`config.mk`:
```
export PLATFORM = sky130hd
export DESIGN_NAME = ctf_formatter
export DESIGN_NICKNAME = d
export VERILOG_FILES = /design/src/core/ctf_pkg.sv /design/src/core/ctf_formatter.sv
export SDC_FILE = /design/constraint.sdc
export NUM_CORES = 1
export LEC_CHECK = 0
export BUFFER_PORTS_ARGS = -buffer_cell sky130_fd_sc_hd__buf_2
export CAP_MARGIN = 20
export CORE_MARGIN = 2
export CORE_UTILIZATION = 49
export DETAILED_ROUTE_END_ITERATION = 10
export PLACE_DENSITY = 0.69
export SYNTH_ARGS = -nofsm -noshare
export SYNTH_HDL_FRONTEND = slang
export SYNTH_SLANG_ARGS = --single-unit
```
`constraint.sdc`:
```
create_clock -name clk_in -period 5.6 [get_ports clk_in]
set_input_delay 1.4 -clock clk_in [delete_from_list [all_inputs] [get_ports clk_in]]
set_output_delay 1.4 -clock clk_in [all_outputs]
set_load 0.005 [all_outputs]
```
`src/core/ctf_pkg.sv`:
```
package ctf_pkg;
  localparam int CLK_PERIOD_NS = 10;
  localparam longint NAV_PERIOD_NS = 64'd1_000_000_000;
  localparam int NAV_PERIOD_CYCLES = int'(NAV_PERIOD_NS / CLK_PERIOD_NS);
  localparam int WC_W = 6;
  localparam logic [WC_W-1:0] WC_DEFAULT = 6'h0c;
  localparam logic [WC_W-1:0] WC_MIN = 6'h02;
  localparam logic [WC_W-1:0] AVG_DEFAULT = 6'h01;
  localparam logic [WC_W-1:0] AVG_MAX = 6'h32;
  localparam logic [4:0] CMD_MAX_LEN = 5'h1e;
  localparam logic [7:0] NAV_LAST_IDX = 8'h06;
  localparam logic [7:0] TRAIL_LAST_IDX = 8'h02;
  localparam logic [7:0] TERM_LAST_IDX = 8'h01;
  localparam logic [7:0] CH_CR = 8'h0d;
  localparam logic [7:0] CH_LF = 8'h0a;
  localparam logic [7:0] CH_ZERO = 8'h30;
  localparam logic [7:0] CH_NINE = 8'h39;
  localparam logic [7:0] CH_ALPHA = 8'h37;
  localparam logic [7:0] ZERO_BYTE = 8'h00;
  localparam int ADDR_W = 8;
  localparam logic [ADDR_W-1:0] REG_CTRL = 8'h00;
  localparam logic [ADDR_W-1:0] REG_WORDS = 8'h04;
  localparam logic [ADDR_W-1:0] REG_AVG = 8'h08;
  localparam logic [ADDR_W-1:0] REG_STATUS = 8'h0c;
  localparam logic [ADDR_W-1:0] REG_CMD_ID = 8'h10;
  localparam logic [ADDR_W-1:0] REG_CMD_ARG = 8'h14;
  localparam int CTRL_SER_EN = 0;
  localparam int CTRL_PAR_EN = 1;
  localparam int CTRL_NAVP_EN = 2;
  localparam int CTRL_NAVS_EN = 3;
  localparam logic [3:0] CTRL_DEFAULT = 4'h3;
  localparam int NAV_NEW_BIT = 0;
  localparam int NAV_WEST_BIT = 6;
  localparam int NAV_SOUTH_BIT = 7;

  typedef enum logic [2:0] {
    CTF_IDLE = 3'b000,
    CTF_DATA = 3'b001,
    CTF_TRAIL = 3'b011,
    CTF_TERM = 3'b010,
    CTF_NAVP = 3'b110,
    CTF_NAVS = 3'b111,
    CTF_NAVT = 3'b101
  } ctf_phase_e;

  typedef struct packed {
    logic [23:0] lat;
    logic [23:0] lon;
    logic south;
    logic west;
  } ctf_nav_s;

  typedef struct packed {
    logic [11:0] pt;
    logic [3:0] status;
  } ctf_trail_s;

  typedef struct packed {
    logic we;
    logic re;
    logic [ADDR_W-1:0] addr;
    logic [31:0] wdata;
  } ctf_reg_req_s;

  typedef struct packed {
    ctf_phase_e phase;
    logic [7:0] idx;
    logic have;
    logic raw;
    logic nib;
    logic need_ser;
    logic need_par;
    logic eoi;
    logic [7:0] cur;
    logic [7:0] seq;
    ctf_trail_s trail;
    ctf_nav_s nav;
    logic nav_new;
    logic nav_pend;
    logic [55:0] nav_snap;
    logic [31:0] sec_cnt;
    logic [3:0] ctrl;
    logic [WC_W-1:0] wc;
    logic [WC_W-1:0] avg;
    logic boot;
    logic [4:0] rx_len;
    logic rx_drop;
    logic rx_has_id;
    logic rx_bad;
    logic rx_cr;
    logic [7:0] rx_id;
    logic [31:0] rx_arg;
    logic cmd_valid;
    logic [7:0] cmd_id;
    logic [31:0] cmd_arg;
    logic [31:0] rdata;
  } ctf_state_s;
endpackage : ctf_pkg

```
`src/core/ctf_formatter.sv`:
```
// Added by the designer: the address map and strobed register access.
`timescale 1ns/1ps
module ctf_formatter #(
  parameter int SEC_CYCLES = ctf_pkg::NAV_PERIOD_CYCLES
) (
  input wire logic clk_in,
  input wire logic arst_n_in,
  input wire ctf_pkg::ctf_reg_req_s reg_req_in,
  output logic [31:0] reg_rdata_out,
  input wire logic panel_reset_in,
  input wire logic [ctf_pkg::WC_W-1:0] nv_avg_in,
  input wire logic scan_valid_in,
  input wire logic [7:0] scan_byte_in,
  input wire ctf_pkg::ctf_trail_s scan_trail_in,
  output logic scan_ready_out,
  input wire logic nav_strobe_in,
  input wire ctf_pkg::ctf_nav_s nav_in,
  output logic ser_valid_out,
  output logic [7:0] ser_char_out,
  input wire logic ser_ready_in,
  output logic par_valid_out,
  output logic [7:0] par_byte_out,
  output logic par_eoi_out,
  input wire logic par_ready_in,
  input wire logic rx_valid_in,
  input wire logic [7:0] rx_char_in,
  output logic cmd_valid_out,
  output logic [7:0] cmd_id_out,
  output logic [31:0] cmd_arg_out
);
  import ctf_pkg::*;

  ctf_state_s s;
  ctf_state_s next_s;
  logic ser_fire;
  logic par_fire;
  logic byte_done;
  logic ser_en;
  logic par_en;
  logic [7:0] last_data;
  logic [7:0] nav_byte;
  logic [55:0] nav_live;
  logic rx_digit;

  function automatic logic [7:0] hex_char(input logic [3:0] n);
    return (n < 4'ha) ? CH_ZERO + {4'h0, n} : CH_ALPHA + {4'h0, n};
  endfunction : hex_char

  function automatic logic [WC_W-1:0] clamp_avg(input logic [WC_W-1:0] v);
    if (v == '0) begin
      return AVG_DEFAULT;
    end
    return (v > AVG_MAX) ? AVG_MAX : v;
  endfunction : clamp_avg

  assign ser_en = s.ctrl[CTRL_SER_EN];
  assign par_en = s.ctrl[CTRL_PAR_EN];
  assign ser_valid_out = s.have && s.need_ser;
  assign par_valid_out = s.have && s.need_par;
  assign ser_fire = ser_valid_out && ser_ready_in;
  assign par_fire = par_valid_out && par_ready_in;
  assign byte_done = s.have && !s.need_ser && !s.need_par;
  // serial char: raw terminators or one hex digit of the held byte
  assign ser_char_out = s.raw ? s.cur :
    hex_char(s.nib ? s.cur[3:0] : s.cur[7:4]);
  assign par_byte_out = s.cur;
  assign par_eoi_out = s.have && s.need_par && s.eoi;
  assign scan_ready_out = (s.phase == CTF_DATA) && !s.have;
  assign reg_rdata_out = s.rdata;
  assign cmd_valid_out = s.cmd_valid;
  assign cmd_id_out = s.cmd_id;
  assign cmd_arg_out = s.cmd_arg;
  // active words minus the trailer word, three bytes each
  assign last_data = 8'(({2'b00, s.wc} - 8'h01) * 8'h03 - 8'h01);
  assign nav_live = {s.nav.lat, s.nav.lon, s.nav.south, s.nav.west,
    5'h00, s.nav_new};
  assign nav_byte = s.nav_snap[8'(8'h37 - {s.idx[4:0], 3'b000}) -: 8];
  assign rx_digit = (rx_char_in >= CH_ZERO) && (rx_char_in <= CH_NINE);

  always_comb begin
    next_s = s;
    next_s.cmd_valid = 1'b0;
    if (s.boot) begin
      next_s.avg = clamp_avg(nv_avg_in);
      next_s.boot = 1'b0;
    end
    // register bus
    if (reg_req_in.we) begin
      case (reg_req_in.addr)
        REG_CTRL: next_s.ctrl = reg_req_in.wdata[3:0];
        REG_WORDS: begin
          next_s.wc = (reg_req_in.wdata[WC_W-1:0] < WC_MIN) ? WC_MIN :
            reg_req_in.wdata[WC_W-1:0];
        end
        REG_AVG: next_s.avg = clamp_avg(reg_req_in.wdata[WC_W-1:0]);
        default: begin
        end
      endcase
    end
    if (reg_req_in.re) begin
      case (reg_req_in.addr)
        REG_CTRL: next_s.rdata = {28'h000_0000, s.ctrl};
        REG_WORDS: next_s.rdata = {26'h000_0000, s.wc};
        REG_AVG: next_s.rdata = {26'h000_0000, s.avg};
        REG_STATUS: begin
          next_s.rdata = {20'h0_0000, s.nav_pend, s.phase, s.seq};
        end
        REG_CMD_ID: next_s.rdata = {24'h00_0000, s.cmd_id};
        REG_CMD_ARG: next_s.rdata = s.cmd_arg;
        default: next_s.rdata = 32'h0000_0000;
      endcase
    end
    if (panel_reset_in) begin
      next_s.ctrl = CTRL_DEFAULT;
      next_s.wc = WC_DEFAULT;
    end
    // navigation capture and once-per-second request
    if (nav_strobe_in) begin
      next_s.nav = nav_in;
    end
    if (s.sec_cnt == 32'(SEC_CYCLES - 1)) begin
      next_s.sec_cnt = 32'h0000_0000;
    end else begin
      next_s.sec_cnt = s.sec_cnt + 32'h0000_0001;
    end
    // output handshakes
    if (ser_fire) begin
      if (s.raw || s.nib) begin
        next_s.need_ser = 1'b0;
      end else begin
        next_s.nib = 1'b1;
      end
    end
    if (par_fire) begin
      next_s.need_par = 1'b0;
    end
    if (byte_done) begin
      next_s.have = 1'b0;
      next_s.idx = s.idx + 8'h01;
      case (s.phase)
        CTF_DATA: begin
          if (s.idx == last_data) begin
            next_s.phase = CTF_TRAIL;
            next_s.idx = 8'h00;
          end
        end
        CTF_TRAIL: begin
          if (s.idx == TRAIL_LAST_IDX) begin
            next_s.seq = s.seq + {2'b00, s.avg};
            next_s.phase = CTF_TERM;
            next_s.idx = 8'h00;
          end
        end
        CTF_TERM: begin
          if (s.idx == TERM_LAST_IDX) begin
            next_s.phase = CTF_NAVP;
            next_s.idx = 8'h00;
          end
        end
        CTF_NAVP: begin
          if (s.idx == NAV_LAST_IDX) begin
            next_s.phase = CTF_IDLE;
          end
        end
        CTF_NAVS: begin
          if (s.idx == NAV_LAST_IDX) begin
            next_s.phase = CTF_NAVT;
            next_s.idx = 8'h00;
          end
        end
        CTF_NAVT: begin
          if (s.idx == TERM_LAST_IDX) begin
            next_s.phase = CTF_IDLE;
          end
        end
        default: next_s.phase = CTF_IDLE;
      endcase
    end else if (!s.have) begin
      next_s.raw = 1'b0;
      next_s.nib = 1'b0;
      next_s.eoi = 1'b0;
      next_s.need_ser = ser_en;
      next_s.need_par = par_en;
      case (s.phase)
        CTF_IDLE: begin
          next_s.idx = 8'h00;
          // a nav line only starts between scan lines
          if (s.nav_pend && ser_en) begin
            next_s.phase = CTF_NAVS;
            next_s.nav_pend = 1'b0;
          end else if (scan_valid_in && (ser_en || par_en)) begin
            next_s.phase = CTF_DATA;
            next_s.trail = scan_trail_in;
          end
        end
        CTF_DATA: begin
          if (scan_valid_in) begin
            next_s.cur = scan_byte_in;
            next_s.have = 1'b1;
          end
        end
        CTF_TRAIL: begin
          next_s.have = 1'b1;
          case (s.idx[1:0])
            2'b00: next_s.cur = s.trail.pt[11:4];
            2'b01: begin
              next_s.cur = {s.trail.pt[3:0], s.trail.status};
            end
            default: begin
              next_s.cur = s.seq;
              next_s.eoi = 1'b1;
            end
          endcase
        end
        CTF_TERM, CTF_NAVT: begin
          next_s.need_par = 1'b0;
          if (ser_en) begin
            next_s.have = 1'b1;
            next_s.raw = 1'b1;
            next_s.cur = (s.idx == 8'h00) ? CH_CR : CH_LF;
          end else begin
            next_s.phase = (s.phase == CTF_TERM) ? CTF_NAVP : CTF_IDLE;
            next_s.idx = 8'h00;
          end
        end
        CTF_NAVP: begin
          next_s.need_ser = 1'b0;
          if (par_en && s.ctrl[CTRL_NAVP_EN]) begin
            next_s.have = 1'b1;
            next_s.cur = nav_byte;
          end else begin
            next_s.phase = CTF_IDLE;
          end
        end
        CTF_NAVS: begin
          next_s.need_par = 1'b0;
          next_s.have = 1'b1;
          next_s.cur = nav_byte;
        end
        default: next_s.phase = CTF_IDLE;
      endcase
    end
    // freeze a nav record only when a nav block is really sent
    if (next_s.phase != s.phase && (next_s.phase == CTF_NAVS ||
        (next_s.phase == CTF_NAVP && par_en && s.ctrl[CTRL_NAVP_EN]))) begin
      next_s.nav_snap = nav_live;
      next_s.nav_new = 1'b0;
    end
    if (nav_strobe_in) begin
      next_s.nav_new = 1'b1;
    end
    // set wins over the clear taken when a nav line starts
    if (s.sec_cnt == 32'(SEC_CYCLES - 1) && s.ctrl[CTRL_NAVS_EN] &&
        ser_en) begin
      next_s.nav_pend = 1'b1;
    end
    // command line receiver
    if (rx_valid_in) begin
      if (rx_char_in == CH_LF) begin
        if (!s.rx_drop && s.rx_has_id && !s.rx_bad) begin
          next_s.cmd_valid = 1'b1;
          next_s.cmd_id = s.rx_id;
          next_s.cmd_arg = s.rx_arg;
        end
        next_s.rx_len = 5'h00;
        next_s.rx_drop = 1'b0;
        next_s.rx_has_id = 1'b0;
        next_s.rx_bad = 1'b0;
        next_s.rx_cr = 1'b0;
        next_s.rx_arg = 32'h0000_0000;
      end else if (!s.rx_drop) begin
        next_s.rx_len = s.rx_len + 5'h01;
        if (s.rx_len == CMD_MAX_LEN - 5'h02) begin
          next_s.rx_drop = 1'b1;
        end
        if (rx_char_in == CH_CR) begin
          next_s.rx_cr = 1'b1;
        end else if (s.rx_cr) begin
          next_s.rx_bad = 1'b1;
        end else if (!s.rx_has_id) begin
          next_s.rx_has_id = 1'b1;
          next_s.rx_id = rx_char_in;
        end else if (rx_digit) begin
          next_s.rx_arg = 32'(s.rx_arg * 32'd10) +
            {24'h00_0000, rx_char_in - CH_ZERO};
        end else begin
          next_s.rx_bad = 1'b1;
        end
      end
    end
  end

  always_ff @(posedge clk_in or negedge arst_n_in) begin
    if (!arst_n_in) begin
      s <= '0;
      s.phase <= CTF_IDLE;
      s.ctrl <= CTRL_DEFAULT;
      s.wc <= WC_DEFAULT;
      s.avg <= AVG_DEFAULT;
      s.boot <= 1'b1;
    end else begin
      s <= next_s;
    end
  end

  // helper: characters of the current serial scan line
  logic [8:0] line_cnt;
  always_ff @(posedge clk_in or negedge arst_n_in) begin
    if (!arst_n_in) begin
      line_cnt <= 9'h000;
    end else if (s.phase == CTF_IDLE) begin
      line_cnt <= 9'h000;
    end else if (ser_fire && s.phase != CTF_NAVS && s.phase != CTF_NAVT) begin
      line_cnt <= line_cnt + 9'h001;
    end
  end
endmodule : ctf_formatter

```
### After elaboration in Yosys (flattened, before gate mapping)

Index checks and enable logic that the tools add are counted.

| word-level totals | value |
|---|---|
| output and inout bits | 93 |
| word-level logic and storage cells | 247 |
| register bits | 323 |

| cells by class | value |
|---|---|
| muxes and demuxes | 85 |
| eq/ne operators | 34 |
| reduce and logical (&&, ||, !) cells | 65 |
| multipliers | 2 |
| bitwise gates (word level) | 8 |
| magnitude comparators | 6 |
| shifts and indexed selects | 1 |
| add/subtract/negate cells | 11 |

Operators with widths:

| operator | count |
|---|---|
| case mux 32 bit (6 select lines) | 1 |
| two-way mux 32 bit | 4 |
| two-way mux 41 bit | 3 |
| two-way mux 40 bit | 2 |
| variable part select 63 x 9 -> 8 bit | 1 |
| two-way mux 11 bit | 5 |
| two-way mux 6 bit | 9 |
| two-way mux 49 bit | 1 |
| two-way mux 8 bit | 5 |
| case mux 8 bit (5 select lines) | 1 |
| adder 32 x 1 -> 32 bit, second input constant | 1 |
| adder 32 x 8 -> 32 bit | 1 |
| equality test 32 x 27 -> 1 bit, second input constant | 1 |
| equality test 8 x 4 -> 1 bit, second input constant | 4 |
| multiplier 32 x 3 -> 31 bit, second input constant | 1 |
| case mux 8 bit (2 select lines) | 2 |
| case mux 8 bit (4 select lines) | 1 |
| two-way mux 1 bit | 28 |
| two-way mux 25 bit | 1 |
| two-way mux 12 bit | 2 |
| two-way mux 3 bit | 7 |
| logical AND 1 bit | 19 |
| case mux 3 bit (6 select lines) | 1 |
| AND reduction 6 bit | 3 |
| 53 further kinds | 108 |

### Logic depth before layout (Yosys ltp)

Gate-level depths: netlist of run 1.

| depth | value |
|---|---|
| depth in word-level cells | 14 |
| gate-level depth with buffers | 18 |

### Least setup slack after synthesis of run 1

Ideal clock, no wire load.

| timing | value |
|---|---|
| kind | input-to-reg |
| start point | input port rx_char_in[4] |
| end point | register s[101] (netlist bit) |
| stages on the path | 12 |
| setup slack | 1,786 ps |
| arrival | 3,745 ps |
| path buffers | 0 |
| required time | 5,531 ps |
| setup time | 69 ps |
| cells stage by stage | ha_1 > xnor2_1 > ha_1 > o21ai_0 > nand2b_1 > o21a_1 > o31a_1 > nand4_1 > nor4_2 > nand4_2 > or4_1 > nand3_1 |

| between the ends | value |
|---|---|
| longest elaborated chain between the ends | 8 |

RTL lines:

| what | line | RTL |
|---|---|---|
| start: declaration | ctf_formatter.sv:26 | `input wire logic [7:0] rx_char_in,` |
| subtractor 8 x 6 -> 8 bit | ctf_formatter.sv:285 | `{24'h00_0000, rx_char_in - CH_ZERO};` |
| adder 32 x 8 -> 32 bit | ctf_formatter.sv:284 | `next_s.rx_arg = 32'(s.rx_arg * 32'd10) +` |
| two-way mux 32 bit | ctf_formatter.sv:283 | `end else if (rx_digit) begin` |
| two-way mux 32 bit | ctf_formatter.sv:280 | `end else if (!s.rx_has_id) begin` |
| two-way mux 40 bit | ctf_formatter.sv:278 | `end else if (s.rx_cr) begin` |
| two-way mux 40 bit | ctf_formatter.sv:276 | `if (rx_char_in == CH_CR) begin` |
| two-way mux 49 bit | ctf_formatter.sv:271 | `end else if (!s.rx_drop) begin` |
| two-way mux 32 bit | ctf_formatter.sv:259 | `if (rx_char_in == CH_LF) begin` |
| end signal: assignment | ctf_formatter.sv:302 | `s <= next_s;` |
| end: declaration | ctf_formatter.sv:33 | `ctf_state_s s;` |

Parallel ways exist; a longest one is shown, timed or not. The select of a mux whose other input is x is not followed.
A chain may end at the register's enable or synchronous reset.

### Worst setup path in the final report of run 1

| timing | value |
|---|---|
| start point | register s[129] (netlist bit) |
| end point | register s[181] (netlist bit) |

| between the ends | value |
|---|---|
| longest elaborated chain between the ends | 12 |

RTL lines:

| what | line | RTL |
|---|---|---|
| subtractor 6 x 1 -> 7 bit * | ctf_formatter.sv:74 | `assign last_data = 8'(({2'b00, s.wc} - 8'h01) * 8'h03 - 8'h01);` |
| multiplier 8 x 2 -> 8 bit * | ctf_formatter.sv:74 |  |
| subtractor 8 x 1 -> 8 bit * | ctf_formatter.sv:74 |  |
| equality test 8 bit * | ctf_formatter.sv:142 | `if (s.idx == last_data) begin` |
| two-way mux 11 bit * | ctf_formatter.sv:142 |  |
| case mux 3 bit (6 select lines) * | ctf_formatter.sv:140 | `case (s.phase)` |
| two-way mux 12 bit * | ctf_formatter.sv:137 | `if (byte_done) begin` |
| equality test 3 bit | ctf_formatter.sv:245 | `(next_s.phase == CTF_NAVP && par_en && s.ctrl[CTRL_NAVP_EN]))) begin` |
| logical AND 1 bit (2 in a row) | ctf_formatter.sv:245 |  |
| logical OR 1 bit | ctf_formatter.sv:244 | `if (next_s.phase != s.phase && (next_s.phase == CTF_NAVS \|\|` |
| logical AND 1 bit * | ctf_formatter.sv:244 |  |

Mark *: on every way between the ends. The rest lies on a longest branch, timed or not.

==> summary.md, run 1 <==
| Metric | Value |
|---|---|
| YS warnings | `0` |
| Area Overhead vs Synth | `10.52%` |
| Multi-input gate area | `roughly 0.0096 sq mm` |
| Vias | `~15000` |
| Register area share after synthesis | `between 40% and 50%` |
| Pre-CTS WS | `approximately 1200 ps` |
| Met2 Track Usage GR | `approximately two fifths` |
| Final Critical Period | `roughly 4500 ps` |
| Met1 Usage GRT | `about a third` |
| Worst slew pin tran | `around 1100 ps` |
| CP Data Required Time | `~6000 ps` |
| Clk_lat worst skew | `around 520 ps` |
| Sink Count | `roughly 320` |
| Switching share of total power | `a little over a third` |
| Core Rows | `72` |
| Number of synthesized flops with an enable pin | `0` |
| Fin nets | `2282` |
| Power share of the clock group | `about 29%` |
| DR pass1 iterations | `6` |
| Reg area | `between 0.008 and 0.009 sq mm` |
| Die X | `200.6 microns` |
| Synth Cell Area | `around 0.019 sq mm` |
| Root buffer cell | `clkbuf_16` |
| Number of global-route vias before repair | `14370` |
| Reg clk slew, reported paths | `60 ps` |
| Type of origin of the critical path | `flip-flop` |
| Max clock buf depth | `3` |
| Int Pwr | `a little over 0.005 W` |
| H-tree depth | `2` |
| Layout cells sized above 1 | `about a fifth` |
| FMAX | `~0.22 GHz` |
| CTS tree | `yes` |
| Critical path arrival | `slightly below 5000 ps` |
| Post-CTS Setup Repair Bufs | `0` |
| Synth async-reset ratio | `between 90% and 100%` |
| Core Footprint | `about 0.038 sq mm` |
| Rel. slew slack | `about 30%` |
| Logic pwr share | `about a third` |
| Setup WS post-layout | `1055 ps` |
| Post-synth top area share | `between 40% and 50%` |
| Status | `complete, no violations` |
| Fillers | `3474` |
| WL/cell | `18.20 microns` |
| DP Wirelength | `35320 microns` |
| Maxcap violations | `0` |
| Vias per cell | `about 5.7` |
| Reg-to-reg slack, setup | `about 1100 ps` |
| Synth area leader | `dfrtp_1` |
| Grt peak-use layer | `met2` |
| Drt initial violations | `1071` |
| Boundary Pins | `roughly 230` |
| M3 GR Usage | `between 3 and 4%` |
| Synthesized instance count | `just under 2000` |
| Hold Crit Start | `s[109]` |
| Post-Syn Area per Cell | `9.591 sq um` |
| Hold-critical path depth | `2` |
| Routed WL | `around 47000 microns` |
| Cell Pwr Density | `between 300 and 400 mW/mm^2` |
| Sequential share of power | `39.2%` |
| Hold/Removal Path Class | `reg2reg` |
| Initial core utilization | `49.33%` |
| RePlAce Congestion | `between 0.8 and 0.9` |
| Total negative slack | `0 ps` |
| Fin crit share | `a little over 80%` |
| FF+latch count, synth | `about 320` |
| CTS buffer count | `34` |
| Top cells by area, synth | `dfrtp_1, nand2_1, ha_1` |
| Critical Path Fanout Max | `52` |
| RSZ-0062 raised after global routing | `false` |
| Overall routing resource usage | `23.51%` |
| Register-to-Register Path Depth | `16` |
| Post-Syn Nets | `2202` |
| Routed Antenna Nets | `0` |
| First-pass GRT wire length | `between 70000 and 80000 microns` |
| Hold Buf Count CTS | `0` |
| Worst VDD drop | `0.1857 mV` |
| P_leak | `10.01 nW` |
| Psw | `0.002771 W` |
| Critical path class | `reg2reg` |
| Post-cts sizing count | `0` |
| Residual DRC | `0` |
| Area of the die | `0.04022 sq mm` |
| Final setup viols | `0` |
| Top FF cell, synth | `dfrtp_1` |
| IO Port Bufs | `about 200` |
| Yosys cell types | `97` |
| Min-Delay Endpoint | `cmd_id_out[4]` |
| Worst R2R End | `s[181]` |
| GRT overflow | `0` |
| RR Startpoint | `s[129]` |
| Initial antenna violation count | `4` |
| Critical Path End Type | `flip-flop` |
| Die Y | `200.6 microns` |
| Largest net degree at the start of global routing | `~120` |
| Clock skew | `roughly 17 ps` |
| Final hold vios | `0` |
| Final Max Tran Viols | `0` |
[per-stage QoR]
stage | utilization [%] | cell area [sq um] | hold slack, ps | instances | total power, W
after floorplan | - | 18930 | 433.1 | 1974 | 0.005003
after global placement | 51.50 | 19760 | 450.8 | 2534 | 0.005627
after detailed placement | 51.50 | 19760 | 452.9 | 2534 | 0.005718
after CTS | 54.43 | 20890 | 463.4 | 2594 | 0.008011
after global routing | 54.51 | 20920 | 488.4 | 2597 | 0.008452
final | 54.52 | 20920 | 456.8 | 2599 | 0.007967
[final cells by class]
| class | instances | area share (%) |
|---|---|---|
| clock inverters | 11 | 0.6518 |
| inverters | 70 | 1.256 |
| clock buffers | 49 | 4.724 |
| well taps | 518 | 3.098 |
| diodes | 3 | 0.03588 |
| repair buffers | 220 | 5.621 |
| multi-input cells | 1405 | 45.95 |
| flip-flops and latches | 323 | 38.67 |
[power groups by stage]
stage	Sequential [W]	Combinational, W	Clock (W)
detailed placement	0.00315	0.00257	0
global route	0.00317	0.00286	0.00242
global placement	0.00313	0.00250	0
finish	0.00312	0.00257	0.00228
CTS	0.00311	0.00258	0.00232
floorplan	0.00294	0.00206	0
[cells in the mapped netlist (9+ instances only)]
library cell / number
nor2b_1: 15
mux2_2: 83
nand4_1: 24
buf_4: 82
nor4_1: 9
o21ai_1: 10
buf_1: 16
nand3_1: 67
inv_1: 69
o21ai_0: 113
buf_2: 15
nor3_1: 24
mux2_1: 49
o22ai_1: 12
or3_1: 12
a21oi_1: 73
and3_1: 18
a22oi_1: 17
a211oi_1: 16
and2_1: 15
xor2_1: 53
o211ai_1: 10
nor2_1: 103
o31ai_1: 11
ha_1: 87
xnor2_1: 48
mux2i_1: 19
nand2b_1: 15
clkbuf_1: 62
a31oi_1: 20
a21o_1: 24
a221oi_1: 9
nand2_1: 303
dfrtp_1: 317
[worst max path at each step]
stage | slack, ps | endpoint | from | cells past startpoint
after floorplan | 1790 | s[101] | rx_char_in[4] | 12
after global placement | 1210 | s[224] | s[129] | 16
after detailed placement | 1150 | s[204] | s[129] | 16
after CTS | 1070 | s[212] | s[129] | 16
after global routing | 790 | s[204] | s[129] | 16
final | 1050 | s[181] | s[129] | 16
[worst max-delay path, cell delays in order (launching register included)]
cell and delay [ps]:
dfrtp_1 560, inv_1 100, ha_1 280, xor2_1 330, inv_2 110, ha_1 220
inv_1 60, ha_1 260, or4_1 500, o311ai_0 120, a211oi_1 80, nor3_1 280
o2111ai_1 180, a21oi_1 340, o2111ai_4 150, buf_4 400, mux2_1 410
[routing by layer]
layer	wire length [microns]	vias up	share of wire, %
li1	-	7073	-
met1	20830	7214	44
met2	23130	342	49
met3	2095	72	4.4
met4	1235	2	2.6
met5	16	-	0.034
[cells by family (layout without fill, tap and decap cells)]
kind of cell | after synthesis | in the layout | share of synthesized area [%]
compound gates | 402 | 402 | 14.24
flops | 323 | 323 | 42.73
mux | 154 | 154 | 9.213
buf+inv | 246 | 350 | 6.609
other cells | 1 | 4 | 0.01981
xor+xnor | 101 | 101 | 4.673
fa+ha+maj | 90 | 90 | 6.067
simple gates | 657 | 657 | 16.45
[placed cells by master (no fill, tap or decap), types with 48 or more instances in the layout]
cell	count
dfrtp_1	317
nand2_1	303
buf_2	203
o21ai_0	113
nor2_1	103
ha_1	87
mux2_2	83
a21oi_1	73
inv_1	69
nand3_1	67
xor2_1	53
mux2_1	49
xnor2_1	48
[registers in the layout, summed over array words and instances, names as in the netlist]
signal,cells
par_byte_out,8
nav_live,51
cmd_valid_out,1
cmd_id_out,8
s,190
reg_rdata_out,32
par_en,1
cmd_arg_out,32
Power figures use the tool's default switching activity.
==> run 2: changes to the inputs <==
--- a/config.mk
+++ b/config.mk
@@ -5,6 +5,7 @@
 export SDC_FILE = /design/constraint.sdc
 export NUM_CORES = 1
 export LEC_CHECK = 0
+export ABC_AREA = 1
 export BUFFER_PORTS_ARGS = -buffer_cell sky130_fd_sc_hd__buf_2
 export CAP_MARGIN = 20
 export CORE_MARGIN = 2
==> constraint.sdc (replaced) <==
create_clock -name clk_in -period 4.75 [get_ports clk_in]
set_input_delay 1.1875 -clock clk_in [delete_from_list [all_inputs] [get_ports clk_in]]
set_output_delay 1.1875 -clock clk_in [all_outputs]
set_load 0.005 [all_outputs]
==> run 2 against run 1 <==
Clock-buffer cell count grew 11. Largest cell class unchanged. First-iteration DRC count grew 32%. Critical path depth grew 6.
==> summary.md, run 2 <==
| Metric | Value |
|---|---|
| Number of global-route vias before repair | `17600` |
| Largest net degree at the start of global routing | `100` |
| Worst Setup EP | `s[100]` |
| Residual DRC | `0` |
| Type of origin of the critical path | `flip-flop` |
| Vias per cell | `about 5.4` |
| H-tree depth | `2` |
| Finished Core Util | `55.36%` |
| Worst slew pin tran | `~950 ps` |
| Routed WL | `approximately 56000 microns` |
| RR Startpoint | `s[74]` |
| Layout cells sized above 1 | `about an eighth` |
| Mux cell area share after synthesis | `less than 1%` |
| Area Overhead vs Synth | `11.73%` |
| CP Cell Sequence | `ha_1 -> ha_1 -> inv_1 -> fa_1 -> xnor2_1 -> ha_1 -> nand2_1 -> nor2_1 -> nand2_1 -> nand3_1 -> nand2_1 -> nand2_1 -> nand2_1 -> nor2_1 -> nand2_1 -> nor2_2 -> nand3_1 -> nor2_2 -> nand2_1 -> nand2_1 -> nand2_1 -> o21bai_1` |
| Clock skew | `approximately 19 ps` |
| Overall routing resource usage | `27.10%` |
| WL/cell | `about 17 microns` |
| Status | `complete, no violations` |
| Drt initial violations | `1413` |
| Worst VDD drop | `around 0.4 mV` |
| Final Critical Period | `a little over 4000 ps` |
| Worst Setup SP | `s[74]` |
| Most frequent cells in the layout | `nand2_1, inv_1, dfrtp_1` |
| Reg area | `0.008090 sq mm` |
| First-pass GRT wire length | `about 90000 microns` |
| Adder-Cell Fraction of Synth Area | `about 6%` |
| Post-CTS Setup Repair Bufs | `0` |
| Worst R2R End | `s[100]` |
| Critical Path Fanout Max | `5` |
| Multi-input gate area | `about 0.0094 sq mm` |
| RSZ-0062 raised after global routing | `false` |
| Diode count | `0` |
| Cell Pwr Density | `421.5 mW/mm^2` |
| Int Pwr | `0.005898 W` |
| Sink Count | `323` |
| Core Rows | `73` |
| Boundary Pins | `between 200 and 250` |
| Logic pwr share | `about 30%` |
| Top cells by count, synth | `nand2_1, inv_1, dfrtp_1, nor2_1, o21ai_0` |
| Critical Path End Type | `flip-flop` |
| Fillers | `3730` |
| CTS buffer count | `37` |
| Levels on crit path | `22` |
| GRT overflow | `0` |
| Fin crit share | `between 80% and 90%` |
| DR pass1 iterations | `6` |
| Area of the die | `between 0.04 and 0.05 sq mm` |
| Clk_lat worst skew | `approximately 560 ps` |
| Reg clk slew, reported paths | `60 ps` |
| Register area share after synthesis | `41.10%` |
| Post-synth top area share | `~40%` |
| CTS tree | `yes` |
| IO Port Bufs | `between 200 and 250` |
| Leading cell type in the layout, fill and taps excluded | `nand2_1` |
| CP top delay family | `simple AND/OR/NAND/NOR gates` |
| Root buffer cell | `clkbuf_16` |
| Compound-Gate Fraction of Synth Area | `between 10% and 20%` |
| Initial core utilization | `between 40% and 50%` |
| Yosys cell types | `a little under 60` |
| Critical path class | `reg2reg` |
| XOR/XNOR share of the synthesized area | `under 10%` |
| Number of synthesized flops with an enable pin | `0` |
| Sum of buffers and inverters on the critical path | `1` |
| Top reg by flops | `s` |
| Maxcap violations | `0` |
| Initial antenna violation count | `1` |
| CP Data Required Time | `roughly 5200 ps` |
| Vias | `around 18000` |
| Psw | `between 0.003 and 0.004 W` |
| Critical path arrival | `between 4000 and 5000 ps` |
| Post-Syn Nets | `2884` |
| Top FF cell, synth | `dfrtp_1` |
| Hold/Removal Path Class | `reg2reg` |
| Synth Area in Simple Gates | `around 29%` |
| Synthesized instance count | `2656` |
| Die X | `204.4 microns` |
| Power share of the clock group | `between 30% and 40%` |
| Final hold vios | `0` |
| Max reg flops | `190` |
| Final setup viols | `0` |
| Fin nets | `around 3000` |
| Final Max Tran Viols | `0` |
| Synth area leader | `dfrtp_1` |
| Top cells by area, synth | `dfrtp_1, nand2_1, inv_1` |
| Slowest stage delay, CP | `approximately 450 ps` |
| Core Footprint | `around 0.040 sq mm` |
| Largest family of logic cells by synthesized area | `simple AND/OR/NAND/NOR gates` |
| Reg-to-reg slack, setup | `approximately 650 ps` |
| Hold Buf Count CTS | `0` |
| Most used cell, CP | `nand2_1` |
| Routed Antenna Nets | `0` |
| Die Y | `roughly 200 microns` |
| P_leak | `roughly 12 nW` |
| FF+latch count, synth | `323` |
| Most common cell in the netlist | `nand2_1` |
| Register-to-Register Path Depth | `22` |
| Rel. slew slack | `roughly 36%` |
| Total negative slack | `0 ps` |
| DP Wirelength | `41990 microns` |
| Synth async-reset ratio | `between 90% and 100%` |
| YS warnings | `0` |
| FMAX | `between 0.2 and 0.25 GHz` |
| RePlAce Congestion | `around 1` |
| Synth Cell Area | `slightly below 0.02 sq mm` |
| Tot Pwr | `approximately 0.0093 W` |
| Max clock buf depth | `3` |
| Post-Syn Area per Cell | `about 7.4 sq um` |
| Crit-path slowest cell | `dfrtp_1` |
| Sequential share of power | `between 30 and 40%` |
| Switching share of total power | `a little over a third` |
| Post-cts sizing count | `0` |
[run 2: logic make-up after synthesis]
family	Yosys count
xor+xnor	50
buf+inv	485
simple gates	1336
fa+ha+maj	90
other cells	1
mux	12
compound gates	359
flops	323
[run 2: per-layer routing]
layer / share of wire [%] / GRT usage, % / vias to the layer above / wire [microns]
met1: 44 / 37.10 / 8583 / 24400
met3: 6.5 / 3.858 / 99 / 3621
met5: 0.023 / 0 / - / 13
met2: 47 / 43.58 / 602 / 26140
li1: - / - / 8781 / -
met4: 3.3 / 10.35 / 2 / 1838
[run 2: layout make-up]
type,count,area share (%)
multi-input combinational,1848,42.95
sequential,323,36.78
inverter,334,5.700
timing repair buffer,224,5.541
clock buffer,60,5.472
tap,525,2.987
clock inverter,8,0.5689
[run 2: worst min path at each step]
stage	to	startpoint	cells after the start
5_1_grt	s[215]	s[215]	2
4_1_cts	s[211]	s[211]	2
3_5_place_dp	s[211]	s[211]	2
2_1_floorplan	s[121]	s[121]	1
6_report	s[211]	s[211]	2
3_3_place_gp	s[139]	s[139]	1
[run 2: worst min-delay path, cell delays in order (launching register included)]
cell and delay, ps:
dfrtp_1 330, nand2_1 50, nand2_1 50
[run 2: power by group through the flow]
stage               clock network, W  logic, W  registers, W
global route                 0.00322   0.00307       0.00355
floorplan                          0   0.00195       0.00341
global placement                   0   0.00260       0.00353
finish                       0.00304   0.00273       0.00350
CTS                          0.00311   0.00269       0.00349
detailed placement                 0   0.00268       0.00354
[run 2: through the flow]
step | hold WS [ps] | cells | area, sq um | setup slack [ps]
final | 470.6 | 3322 | 21990 | 649.2
after global routing | 488.6 | 3322 | 21990 | 245.2
after CTS | 470.7 | 3322 | 21990 | 745.5
after detailed placement | 455.5 | 3254 | 20670 | 757.7
after global placement | 446.5 | 3254 | 20670 | 827.9
after floorplan | 432.0 | 2656 | 19690 | 1479
==> run 3: changes to the inputs <==
--- a/config.mk
+++ b/config.mk
@@ -5,7 +5,6 @@
 export SDC_FILE = /design/constraint.sdc
 export NUM_CORES = 1
 export LEC_CHECK = 0
-export ABC_AREA = 1
 export BUFFER_PORTS_ARGS = -buffer_cell sky130_fd_sc_hd__buf_2
 export CAP_MARGIN = 20
 export CORE_MARGIN = 2
==> run 3 against run 2 <==
Total power is 2.0% higher. First-iteration DRC count shrank 17%. Clock skew rose by 3.5 ps. Critical endpoint is now s[209]. Wire length decreased by 15%. Largest power group unchanged. Fmax fell by 3.8%. Non-clock buffer count shrank 3. Largest cell class unchanged. Via count is 18% lower. Sequential share of layout area grew 1.7 points. Highest routed layer unchanged.
==> summary.md, run 3 (same netlist as run 1, synthesis figures left out) <==
| Metric | Value |
|---|---|
| Final Critical Period | `approximately 4300 ps` |
| Initial antenna violation count | `4` |
| Routed WL | `47710 microns` |
| Clock skew | `22.29 ps` |
| Vias | `about 15000` |
| RR Startpoint | `s[130]` |
| Type of origin of the critical path | `flip-flop` |
| Final instance area | `0.02101 sq mm` |
| First-pass GRT wire length | `roughly 78000 microns` |
| Residual DRC | `0` |
| H-tree depth | `2` |
| FMAX | `roughly 0.23 GHz` |
| Most used cell, CP | `ha_1` |
| P_leak | `~10 nW` |
| Critical Path End Type | `flip-flop` |
| Hold Crit Start | `s[111]` |
| Crit-path slowest cell | `or4_1` |
| Area Overhead vs Synth | `10.97%` |
| Worst VDD drop | `between 0.2 and 0.25 mV` |
| CP Data Required Time | `5140 ps` |
| Vias per cell | `about 5.7` |
| Multi-input gate area | `0.009613 sq mm` |
| Post-CTS Setup Repair Bufs | `0` |
| Core Rows | `a little over 70` |
| Final hold vios | `0` |
| Layout cells sized above 1 | `19.16%` |
| GRT overflow | `0` |
| Initial core utilization | `49.33%` |
| Fillers | `~3400` |
| Max reg flops | `190` |
| WL/cell | `approximately 18 microns` |
| Clk_lat worst skew | `530 ps` |
| Maxcap violations | `0` |
| Fin nets | `around 2300` |
| CP Cell Sequence | `inv_1 -> ha_1 -> nand2_1 -> xor2_1 -> ha_1 -> inv_1 -> ha_1 -> or4_1 -> o311ai_0 -> a211oi_1 -> nor3_1 -> o2111ai_1 -> a21oi_1 -> o2111ai_4 -> buf_12 -> mux2_1` |
| Placed cell area | `roughly 0.020 sq mm` |
| WHS | `~460 ps` |
| Max clock buf depth | `3` |
| Rel. slew slack | `approximately a third` |
| Levels on crit path | `16` |
| Slowest stage delay, CP | `500 ps` |
| Final Max Tran Viols | `0` |
| Root buffer cell | `clkbuf_16` |
| CP top delay family | `compound AO/OA/AOI/OAI gates` |
| Drt initial violations | `1166` |
| Worst Setup SP | `s[130]` |
| Number of global-route vias before repair | `14470` |
| Sum of buffers and inverters on the critical path | `3` |
| RSZ-0062 raised after global routing | `false` |
| Critical Path Fanout Max | `52` |
| Routed Antenna Nets | `0` |
| Post-cts sizing count | `0` |
| Sink Count | `323` |
| Overall routing resource usage | `between 20% and 30%` |
| DP Wirelength | `about 35000 microns` |
| Status | `complete, no violations` |
| DR pass1 iterations | `6` |
| Top reg by flops | `s` |
| Core Footprint | `0.03838 sq mm` |
| Reg clk slew, reported paths | `roughly 60 ps` |
| Hold Buf Count CTS | `0` |
| Largest net degree at the start of global routing | `120` |
| Die X | `approximately 200 microns` |
| Most frequent cells in the layout | `dfrtp_1, nand2_1, buf_2` |
| Critical path class | `reg2reg` |
| Die Y | `around 200 microns` |
| Leading cell type in the layout, fill and taps excluded | `dfrtp_1` |
| Reg area | `0.008090 sq mm` |
| Fin crit share | `between 80% and 90%` |
| IO Port Bufs | `204` |
| Total negative slack | `0 ps` |
| RePlAce Congestion | `0.9082` |
| Worst slew pin tran | `between 1000 and 1500 ps` |
| Register-to-Register Path Depth | `16` |
| CTS buffer count | `35` |
| Area of the die | `between 0.04 and 0.05 sq mm` |
| Critical path arrival | `between 4000 and 5000 ps` |
| Boundary Pins | `between 200 and 250` |
| Final setup viols | `0` |
| Tot Pwr | `between 0.009 and 0.01 W` |
| Cell Pwr Density | `450.1 mW/mm^2` |
| CTS tree | `yes` |
| Hold/Removal Path Class | `reg2reg` |
| Hold-critical path depth | `2` |
-- run 3: changes by cell type in the layout (fill, tap and decap cells not counted), moves of 33 or more --
cell / previous run / this run
o21ai_0: 158 / 113
mux2_2: 12 / 83
nand4_1: 88 / 24
inv_1: 319 / 69
mux2_1: 0 / 49
nor2_1: 180 / 103
xnor2_1: 15 / 48
nand2_1: 850 / 303
nand3_1: 131 / 67
-- run 3: routing by layer --
layer	global-route usage, %	vias to the layer above	share of wire (%)
met3	2.922	72	4.3
met4	6.667	2	2.5
li1	-	7082	-
met2	40.46	348	49
met1	31.89	7322	44
met5	0	-	0.023
-- run 3: cell type report --
cell class / instances / area share [%]
multi-input cells: 1405 / 45.76
clock inverters: 8 / 0.3931
clock buffers: 56 / 5.169
diodes: 2 / 0.02382
flip-flops and latches: 323 / 38.51
inverters: 70 / 1.251
repair buffers: 221 / 5.813
well taps: 518 / 3.085
-- run 3: report_power, final --
| group | leakage, nW | internal, W | switching [W] |
|---|---|---|---|
| combinational | 5.29 | 0.00132 | 0.00173 |
| clock | 0.575 | 0.00163 | 0.00110 |
| sequential | 4.18 | 0.00321 | 0.000475 |
-- run 3: final timing paths --
kind                                       to  slack [ps]
worst min-delay path            cmd_id_out[6]         460
min in group asynchronous         nav_live[9]         740
worst max register to register         s[209]         490
worst min register to register  cmd_id_out[6]         460
max in group asynchronous              s[212]        2860
worst max-delay path                   s[209]         490
-- run 3: stage by stage --
step | setup slack, ps | std cells | util (%)
4_1_cts | 531.8 | 2600 | 54.68
2_1_floorplan | 962.1 | 1974 | -
3_3_place_gp | 637.3 | 2536 | 51.63
3_5_place_dp | 594.6 | 2536 | 51.63
5_1_grt | 242.0 | 2601 | 54.73
6_report | 485.5 | 2603 | 54.74
-- run 3: tightest hold or removal path: cells and delay by family (launching register included) --
kind,cells,cell delay (ps)
flip-flops,1,340
AND/OR/NAND/NOR,2,100
